`config.mk`:
```
export PLATFORM = sky130hd
export DESIGN_NAME = fcb_branch_unit
export DESIGN_NICKNAME = d
export VERILOG_FILES = /design/src/design/fcb_pkg.sv /design/src/design/fcb_dec_if.sv /design/src/design/fcb_cond_decode.sv /design/src/design/fcb_branch_unit.sv
export SDC_FILE = /design/constraint.sdc
export NUM_CORES = 1
export LEC_CHECK = 0
export ABC_CLOCK_PERIOD_IN_PS = 2920
export BUFFER_PORTS_ARGS = -buffer_cell sky130_fd_sc_hd__buf_2
export CORE_MARGIN = 1
export CORE_UTILIZATION = 50
export CTS_CLUSTER_SIZE = 8
export DETAILED_ROUTE_END_ITERATION = 16
export MAX_ROUTING_LAYER = met4
export PLACE_DENSITY = 0.78
export SLEW_MARGIN = 20
export SYNTH_ARGS = -nofsm -noshare
export SYNTH_HDL_FRONTEND = slang
export SYNTH_SLANG_ARGS = --single-unit
export TNS_END_PERCENT = 100
```
`constraint.sdc`:
```
create_clock -name clk_sys -period 2.92 [get_ports clk_sys]
set_input_delay 0.584 -clock clk_sys [delete_from_list [all_inputs] [get_ports clk_sys]]
set_output_delay 0.584 -clock clk_sys [all_outputs]
set_load 0.01 [all_outputs]
```
`src/design/fcb_pkg.sv`:
```
// constants and types for the flag conditional relative branch unit
package fcb_pkg;

    // ****************************************************************
    // opcode upper bytes
    // ****************************************************************
    localparam logic [7:0] OP_CARRY_CLEAR = 8'he3;
    localparam logic [7:0] OP_SIGN_CLEAR  = 8'he7;
    localparam logic [7:0] OP_NO_OVERFLOW = 8'he5;
    localparam logic [7:0] OP_SIGN_SET    = 8'he6;

    // ****************************************************************
    // instruction field positions
    // ****************************************************************
    localparam int OPCODE_MSB = 15;
    localparam int OPCODE_LSB = 8;
    localparam int OFFSET_MSB = 7;
    localparam int OFFSET_LSB = 0;
    localparam int OFFSET_W   = 8;

    // ****************************************************************
    // timing and reset values
    // ****************************************************************
    localparam logic [1:0] PHASE_Q1    = 2'h0;
    localparam logic [1:0] PHASE_Q2    = 2'h1;
    localparam logic [1:0] PHASE_Q3    = 2'h2;
    localparam logic [1:0] PHASE_Q4    = 2'h3;
    localparam logic [1:0] PHASE_RESET = PHASE_Q1;
    localparam int         PC_STEP     = 2;
    localparam int         PC_W_DEF    = 21;

    // ****************************************************************
    // sequencer states
    // ****************************************************************
    typedef enum logic [2:0] {
        FCB_IDLE = 3'b001,
        FCB_EXEC = 3'b010,
        FCB_NOP  = 3'b100
    } fcb_state_e;

endpackage

```
`src/design/fcb_dec_if.sv`:
```
// carrier between sequencer and condition decoder
`timescale 1ns/100ps
`default_nettype none
interface fcb_dec_if #(parameter int PC_W = 21);
    logic [15:0]     instr;
    logic            carry;
    logic            negative;
    logic            overflow;
    logic [PC_W-1:0] pcBase;
    logic            match;
    logic            taken;
    logic [PC_W-1:0] target;
    logic [PC_W-1:0] pcSeq;

    // ****************************************************************
    // views
    // ****************************************************************
    modport seq (output instr, carry, negative, overflow, pcBase,
                 input  match, taken, target, pcSeq);
    modport dec (input  instr, carry, negative, overflow, pcBase,
                 output match, taken, target, pcSeq);
endinterface
`default_nettype wire

```
`src/design/fcb_cond_decode.sv`:
```
// opcode match, flag condition test and target address arithmetic
`timescale 1ns/100ps
`default_nettype none
module fcb_cond_decode
    import fcb_pkg::*;
#(
    parameter int PC_W = PC_W_DEF
) (
    // decode carrier
    fcb_dec_if.dec bus
);
    logic [7:0]          opcode;
    logic signed [OFFSET_W-1:0] offset;
    logic [PC_W-1:0]     offsetWords;

    assign opcode = bus.instr[OPCODE_MSB:OPCODE_LSB];
    assign offset = bus.instr[OFFSET_MSB:OFFSET_LSB];

    // condition per opcode
    always_comb begin
        bus.match = 1'b1;
        bus.taken = 1'b0;
        unique case (opcode)
            OP_CARRY_CLEAR: bus.taken = ~bus.carry;
            OP_SIGN_CLEAR:  bus.taken = ~bus.negative;
            OP_NO_OVERFLOW: bus.taken = ~bus.overflow;
            OP_SIGN_SET:    bus.taken = bus.negative;
            default:        bus.match = 1'b0;
        endcase
    end

    // doubled sign-extended offset, added to incremented pc
    assign offsetWords = PC_W'({{(PC_W-OFFSET_W){offset[OFFSET_W-1]}},
                                offset} << 1);
    assign bus.pcSeq   = bus.pcBase + PC_W'(PC_STEP);
    assign bus.target  = bus.pcSeq + offsetWords;
endmodule
`default_nettype wire

```
`src/design/fcb_branch_unit.sv`:
```
// four-phase sequencer for the flag conditional relative branches
`timescale 1ns/100ps
`default_nettype none
module fcb_branch_unit
    import fcb_pkg::*;
#(
    parameter int PC_W = PC_W_DEF
) (
    // clock and reset
    input  wire logic            clk_sys,
    input  wire logic            rst,
    // instruction issue
    input  wire logic            instrValid,
    input  wire logic [15:0]     instrWord,
    input  wire logic [PC_W-1:0] instrAddr,
    // status flags
    input  wire logic            flagCarry,
    input  wire logic            flagNegative,
    input  wire logic            flagOverflow,
    // phase and occupancy
    output var  logic [1:0]      qPhase,
    output var  logic            busy,
    output var  logic            isBranch,
    // program counter update
    output var  logic            pcLoad,
    output var  logic            pcAdvance,
    output var  logic [PC_W-1:0] pcNext,
    output var  logic            branchTaken,
    output var  logic            flagWrite
);
    fcb_dec_if #(.PC_W(PC_W)) dec ();

    fcb_state_e      state;
    logic [15:0]     instrReg;
    logic [PC_W-1:0] addrReg;
    logic [2:0]      flagsReg;
    logic [OFFSET_W-1:0] offsetReg;
    logic            matchReg;
    logic            takenReg;
    logic [PC_W-1:0] targetReg;
    logic [PC_W-1:0] seqReg;
    logic            accept;

    fcb_cond_decode #(.PC_W(PC_W)) u_decode (
        .bus (dec)
    );

    // ****************************************************************
    // decoder inputs from latched issue
    // ****************************************************************
    assign dec.instr    = {instrReg[OPCODE_MSB:OPCODE_LSB], offsetReg};
    assign dec.carry    = flagsReg[0];
    assign dec.negative = flagsReg[1];
    assign dec.overflow = flagsReg[2];
    assign dec.pcBase   = addrReg;

    assign accept = instrValid && (qPhase == PHASE_Q1)
                    && (state == FCB_IDLE);

    // ****************************************************************
    // phase clock: one instruction cycle is four clocks
    // ****************************************************************
    always_ff @(posedge clk_sys) begin
        if (rst) begin
            qPhase <= PHASE_RESET;
        end else begin
            qPhase <= qPhase + 2'h1;
        end
    end

    // ****************************************************************
    // sequencer state
    // ****************************************************************
    always_ff @(posedge clk_sys) begin
        if (rst) begin
            state <= FCB_IDLE;
        end else begin
            unique case (state)
                FCB_IDLE: begin
                    if (accept) begin
                        state <= FCB_EXEC;
                    end
                end
                FCB_EXEC: begin
                    if (qPhase == PHASE_Q4) begin
                        if (matchReg && takenReg) begin
                            state <= FCB_NOP;
                        end else begin
                            state <= FCB_IDLE;
                        end
                    end
                end
                FCB_NOP: begin
                    if (qPhase == PHASE_Q4) begin
                        state <= FCB_IDLE;
                    end
                end
                default: state <= FCB_IDLE;
            endcase
        end
    end

    // Q1: decode, capture word, address and flags
    always_ff @(posedge clk_sys) begin
        if (rst) begin
            instrReg <= 16'h0000;
            addrReg  <= '0;
            flagsReg <= 3'h0;
        end else if (accept) begin
            instrReg <= instrWord;
            addrReg  <= instrAddr;
            flagsReg <= {flagOverflow, flagNegative, flagCarry};
        end
    end

    // Q2: read the literal offset
    always_ff @(posedge clk_sys) begin
        if (rst) begin
            offsetReg <= '0;
        end else if (state == FCB_EXEC && qPhase == PHASE_Q2) begin
            offsetReg <= instrReg[OFFSET_MSB:OFFSET_LSB];
        end
    end

    // Q3: process data, evaluate condition and target
    always_ff @(posedge clk_sys) begin
        if (rst) begin
            matchReg  <= 1'b0;
            takenReg  <= 1'b0;
            targetReg <= '0;
            seqReg    <= '0;
        end else if (state == FCB_EXEC && qPhase == PHASE_Q3) begin
            matchReg  <= dec.match;
            takenReg  <= dec.taken;
            targetReg <= dec.target;
            seqReg    <= dec.pcSeq;
        end
    end

    // Q4: write pc when taken, else sequential advance
    always_ff @(posedge clk_sys) begin
        if (rst) begin
            pcLoad      <= 1'b0;
            pcAdvance   <= 1'b0;
            pcNext      <= '0;
            branchTaken <= 1'b0;
        end else begin
            pcLoad    <= 1'b0;
            pcAdvance <= 1'b0;
            if (state == FCB_EXEC && qPhase == PHASE_Q4) begin
                branchTaken <= matchReg && takenReg;
                if (matchReg && takenReg) begin
                    pcLoad <= 1'b1;
                    pcNext <= targetReg;
                end else begin
                    pcAdvance <= 1'b1;
                    pcNext    <= seqReg;
                end
            end
        end
    end

    // occupancy and decode flags
    always_ff @(posedge clk_sys) begin
        if (rst) begin
            busy      <= 1'b0;
            isBranch  <= 1'b0;
            flagWrite <= 1'b0;
        end else begin
            busy      <= (state != FCB_IDLE) || accept;
            isBranch  <= (state == FCB_EXEC) && (qPhase == PHASE_Q4)
                         && matchReg;
            flagWrite <= 1'b0;
        end
    end
endmodule
`default_nettype wire

```
==> results of run 1 <==
-- worst reg2reg max path, stage by stage (launching register included) --
cell and delay, ns:
dfxtp_4 0.37, nand4_1 0.16, or4_4 0.66, nor2_4 0.15
xor2_2 0.17, ha_1 0.28, a21o_1 0.18, a211o_1 0.29
a31o_2 0.23, o221ai_2 0.06, xor2_1 0.19, a21oi_1 0.09
-- final cells by class --
type	instances	area share [%]
clock buffers	22	6.35
clock inverters	8	1.32
inverters	15	0.770
multi-input cells	571	45.4
flip-flops and latches	122	33.5
repair buffers	122	10.2
well taps	140	2.39
-- kinds of logic (layout without fill, tap and decap cells) --
logic type / count (synthesis) / count (layout)
other: 1 / 1
flip-flops: 122 / 122
multiplexers: 2 / 2
XOR/XNOR: 33 / 33
AND/OR/NAND/NOR: 342 / 342
adder cells (fa/ha/maj): 26 / 26
AO/OA/AOI/OAI: 167 / 167
buffers and inverters: 61 / 167
-- cell usage in the layout, fill, tap and decap left out, drive strengths merged, types with 4 or more instances in the layout --
cell type and n:
o21bai 5, xor2 16, clkbuf 22, buf 122, a21oi 98, o21ai 11
a311oi 20, nand4 7, clkinv 5, nor2 70, nand2 186, a211oi 6
nor3 18, a31oi 4, nand3 35, xnor2 17, dfxtp 122, ha 25
inv 15, o211ai 7, nor2b 4, and3 7
-- state kept, by name, summed over array words and instances (netlist names), 2 cells and up --
| name | count |
|---|---|
| qPhase | 2 |
| offsetReg | 8 |
| state | 3 |
| pcNext | 21 |
| flagsReg | 3 |
| instrReg | 16 |
| addrReg | 21 |
| targetReg | 21 |
| seqReg | 20 |
-- stage by stage --
step | setup TNS [ns] | utilization (%) | worst slack (ns) | power (mW) | hold slack (ns)
after floorplan | 0 | - | 0.0126 | 1.99 | 0.432
after global placement | -0.00128 | 58.4 | -0.00128 | 2.09 | 0.443
after detailed placement | -0.274 | 58.4 | -0.0861 | 2.11 | 0.444
after CTS | -0.0361 | 64.2 | -0.0361 | 4.10 | 0.408
after global routing | -0.665 | 66.3 | -0.131 | 4.25 | 0.410
final | -0.0144 | 66.3 | -0.0144 | 4.11 | 0.405
-- path summary, 6_finish.rpt --
kind,from,cells after the start,end,slack (ns)
worst max-delay path,addrReg[1],11,targetReg[19],-0.01
worst min-delay path,instrWord[11],3,instrReg[11],0.41
worst max register to register,addrReg[1],11,targetReg[19],-0.01
worst min register to register,instrReg[6],2,offsetReg[6],0.44
-- metal layers --
metal | vias to the layer above | part of all wire, % | global-route usage [%]
met5 | - | 0 | -
met4 | 0 | 1.6 | 8.19
met3 | 26 | 6.8 | 5.57
met2 | 196 | 46 | 39.8
met1 | 2518 | 45 | 34.5
li1 | 2765 | - | -
-- power by group --
group | internal, mW | switching, mW | leakage, nW | total [mW]
clock network | 1.28 | 0.715 | 0.276 | 2.00
registers | 1.72 | 0.0395 | 0.990 | 1.76
logic | 0.149 | 0.203 | 1.64 | 0.352
-- repair_timing --
action                                  4_1_cts  5_1_grt
resized for setup                            12       33
buffers inserted                              2       10
endpoints found under the setup margin        7       10
pin swaps                                     5       24
==> impl_metrics.toml, run 1 <==
[status]
status = "complete, but fails checks"
failed_checks = "setup timing"

[floorplanning]
placementRows = 38
initial_core_util_pct = 52.4
die_h_um = 110
coreArea_um2 = 11000
die_x_um = 110
dieArea_um2 = 12000
io_pins = 72

[placement]
place.gp.congestion = 0.917
portBuffers = 70
placed_area_um2 = 6440
dp.final_hpwl_um = 9790
placed_cells = 958

[synthesis]
synth.largest_area_cell = "dfxtp_1"
syn_area_um2 = 5780
syn_avg_cell_area_um2 = 7.67
synth-xor-area-share_pct = 5.00
synth_cell_type_count = 49
synth_edf_count = 0
synth_common_cells = "186 x nand2_1, 122 x dfxtp_1, 98 x a21oi_1"
synth_top_cell_area_share_pct = 42.3
synth.area.mux_share_pct = 0.346
yosys.area_share.simple_pct = 25.1
synth_cells = 754
yosys_most_used_dff = "dfxtp_1"
yosys-top-cells-area = "dfxtp_1 42%, nand2_1 12%, a21oi_1 8.5%"
async_flop_share_pct = 0
synth_most_common_cell = "nand2_1"
synth_top_family_by_area = "simple AND/OR/NAND/NOR gates"
synth_seq_cells = 122
yosysSeqAreaShare_pct = 42.3
yosysWarnings = 0
synth_fa_ha_area_share_pct = 5.76
syn-num-nets = 823
synth_compound_area_share_pct = 17.4

[timing]
finalMaxSlewViolations = 0
hold_viol = 0
setup_slack_ns = -0.0144
fin_crit_sh_pct = 100
period_minus_slack_ns = 2.93
setup_viol = 1
finalClockSkew_ns = 0.0122
rsz0062_at_grt = "yes"
fmax_mhz = 341
worst_pin_slew_ns = 0.866
relSlewSlack_pct = 42.1

[global_routing]
grt_pass1_wl_um = 23700
overflow = 0
grt_max_degree = 51
antenna_found_initial = 0
track_usage_pct = 26.1
first_global_vias = 4953

[routing]
via_per_inst = 5.51
drc_errors = 0
num_vias = 5505
routed_wl_um = 14600
initialDrtViolationCount = 436
final_antenna_net_count = 0
first_pass_iters = 6
wl_per_cell_um = 14.6

[clock_tree]
clock_path_buffers = 2
postCtsHoldBufs = 0
cts_sinks = 122
clk_latency_ns = 0.41
clk_pin_slew_ns = 0.05
numCtsBuffers = 17
h-tree-depth = 4
clockRootBuffer = "clkbuf_16"
cts_tree = "done"

[layout]
final_cells = 1000
fillers = 916
drive_gt1_share_pct = 21.6
antennaDiodeCount = 0
area_growth_pct = 26.5
fin_area_um2 = 7310
multi_input_area_um2 = 3320
nNetsFinal = 918
seqCellArea_um2 = 2450

[setup_path]
critPathLaunchType = "flip-flop"
path_class = "reg -> reg"
worst_setup_path_end_kind = "flip-flop"
critical_path_required_ns = 3.20
critical_path_arrival_ns = 3.21
cp_cell_sequence = "nand4_1 > or4_4 > nor2_4 > xor2_2 > ha_1 > a21o_1 > a211o_1 > a31o_2 > o221ai_2 > xor2_1 > a21oi_1"
path_max_fanout = 5
critPathTopFamily = "simple AND/OR/NAND/NOR gates"
crit_buf_inv = 0
critical_path.max_stage_delay_ns = 0.66
critPathSlowestCell = "or4_4"

[hold_path]
hold_path_class = "in -> reg"

[run]
cap_violations = 0

[pwr]
peakVddDrop_v = 0.000378
power.density_nw_per_um2 = 562
p_leak_nw = 2.91
Power figures use the tool's default switching activity.
==> inputs of run 2 (changes only) <==
--- a/config.mk
+++ b/config.mk
@@ -8,11 +8,11 @@
 export ABC_CLOCK_PERIOD_IN_PS = 2920
 export BUFFER_PORTS_ARGS = -buffer_cell sky130_fd_sc_hd__buf_2
 export CORE_MARGIN = 1
-export CORE_UTILIZATION = 50
+export CORE_UTILIZATION = 52
 export CTS_CLUSTER_SIZE = 8
 export DETAILED_ROUTE_END_ITERATION = 16
 export MAX_ROUTING_LAYER = met4
-export PLACE_DENSITY = 0.78
+export PLACE_DENSITY = 0.81
 export SLEW_MARGIN = 20
 export SYNTH_ARGS = -nofsm -noshare
 export SYNTH_HDL_FRONTEND = slang
==> impl_metrics.toml, run 2 (same netlist as run 1, synthesis figures left out) <==
[status]
status = "complete, but fails checks"
failed_checks = "setup timing"

[layout]
fillers = 844
antennaDiodeCount = 0
area_growth_pct = 28.0
top_regs = "addrReg (21), pcNext (21), targetReg (21)"
nNetsFinal = 912
multi_input_area_um2 = 3390
layout_common_cells = "186 x nand2_1, 119 x dfxtp_1, 91 x a21oi_1"
final_cells = 996
seqCellArea_um2 = 2450
mostFrequentLayoutCell = "nand2_1"
drive_gt1_share_pct = 22.9

[timing]
hold_viol = 0
finalMaxSlewViolations = 0
finalClockSkew_ns = 0.0140
worst_pin_slew_ns = 0.874
fin_crit_sh_pct = 105
setup_viol = 8
setup_slack_ns = -0.150
period_minus_slack_ns = 3.07
relSlewSlack_pct = 41.6
whs_ns = 0.287
fmax_mhz = 326
rsz0062_at_grt = "yes"

[setup_path]
critPathLaunchType = "flip-flop"
critPathSlowestCell = "ha_2"
startpoint = "addrReg[2]"
path_max_fanout = 5
critical_path.max_stage_delay_ns = 0.42
critPathTopFamily = "compound AO/OA/AOI/OAI gates"
path_common_cell = "o211ai_1"
critical_path_required_ns = 3.33
r2r_setup_slack_ns = -0.15
path_class = "reg -> reg"
r2r_cells = 9
crit_buf_inv = 0
cp_cell_sequence = "nand4_1 > or2_2 > xnor2_2 > ha_2 > and3_1 > o211ai_1 > a211oi_2 > o211ai_1 > o311ai_0"
reg2reg_from = "addrReg[2]"
r2r_end = "targetReg[18]"
critical_path_arrival_ns = 3.48
worst_setup_path_end_kind = "flip-flop"

[pwr]
p_total_mw = 4.34
p_leak_nw = 2.91
p_comb_share_pct = 8.7
peakVddDrop_v = 0.000287
p_sw_share_pct = 23.5
p_seq_share_pct = 40.5
intPower_mw = 3.32
p_switching_mw = 1.02
clock_power_share_pct = 50.8
power.density_nw_per_um2 = 586

[global_routing]
overflow = 0
grt_pass1_wl_um = 25200
first_global_vias = 5428
track_usage_pct = 28.4
antenna_found_initial = 0
grt_max_degree = 63

[clock_tree]
cts_sinks = 122
numCtsBuffers = 17
clk_latency_ns = 0.53
h-tree-depth = 4
clk_pin_slew_ns = 0.06
cts_tree = "done"
clock_path_buffers = 2
clockRootBuffer = "clkbuf_8"
postCtsHoldBufs = 0

[floorplanning]
coreArea_um2 = 10800
die_h_um = 107
io_pins = 72
initial_core_util_pct = 53.3
die_x_um = 107
dieArea_um2 = 11500
placementRows = 38

[routing]
drc_errors = 0
first_pass_iters = 6
via_per_inst = 5.89
initialDrtViolationCount = 656
num_vias = 5870
final_antenna_net_count = 0
routed_wl_um = 16900
wl_per_cell_um = 17.0

[placement]
place.gp.congestion = 1.07
dp.final_hpwl_um = 9720
placed_cells = 948
portBuffers = 70

[hold_path]
hold_path_class = "in -> reg"
hold_start = "instrWord[15]"
hold_depth = 3
hold_end = "instrReg[15]"

[run]
cap_violations = 0
## run 2: cell count changes in the layout (fill, tap and decap cells not counted), moves of 3 or more
cell / before / now
ha_1: 21 / 18
buf_4: 52 / 47
nor2_1: 68 / 65
nor2_2: 0 / 3
## run 2: metrics by stage
| stage | TNS (ns) | cell area (um2) | utilization [%] | worst slack [ns] |
|---|---|---|---|---|
| finish | -0.609 | 7400 | 68.2 | -0.150 |
| global placement | 0 | 6360 | 58.7 | 0.0416 |
| floorplan | 0 | 5780 | - | 0.0126 |
| CTS | 0 | 7130 | 65.8 | 0.0420 |
| global route | -0.950 | 7400 | 68.2 | -0.176 |
| detailed placement | -0.305 | 6360 | 58.7 | -0.120 |
## run 2: power groups by stage
stage                     registers [mW]  clock network [mW]  logic, mW
after floorplan                     1.79                   0      0.200
after global placement              1.78                   0      0.296
after detailed placement            1.79                   0      0.309
after CTS                           1.75                2.22      0.334
after global routing                1.76                2.29      0.404
final                               1.76                2.20      0.375
## run 2: area by class of cell
| type | instances | share of cell area [%] |
|---|---|---|
| multi-input cells | 571 | 45.8 |
| flip-flops and latches | 122 | 33.1 |
| repair buffers | 116 | 9.44 |
| clock buffers | 21 | 6.21 |
| well taps | 140 | 2.37 |
| clock inverters | 11 | 2.27 |
| inverters | 15 | 0.761 |
## run 2: routing by layer
layer	global-route usage [%]	vias to the layer above	routed length, um
met3	6.90	89	1520
met1	33.5	2656	6910
met2	44.9	364	7820
met5	-	-	0
met4	15.1	0	654
li1	-	2761	-
## run 2: worst max-delay path by stage
stage / to / slack (ns) / cells past startpoint
floorplan: targetReg[19] / 0.01 / 13
finish: targetReg[18] / -0.15 / 9
detailed placement: targetReg[16] / -0.12 / 11
global placement: targetReg[20] / 0.04 / 11
CTS: targetReg[16] / 0.04 / 14
global route: targetReg[17] / -0.18 / 11
## run 2: timing repair
item                                    in CTS  in global routing
endpoints found under the setup margin       5                  9
cloned                                       0                  0
gates resized for setup                     14                 41
buffers inserted                            10                  6
pin swaps                                    9                 21
## run 2: worst register-to-register path, delay by kind of cell, from the launching register on
kind / cells / cell delay, ns
AOI/OAI and AO/OA: 4 / 1.15
xor gates and xnor gates: 1 / 0.18
adders and majority gates: 1 / 0.42
DFF: 1 / 0.37
and+or+nand+nor: 3 / 0.83
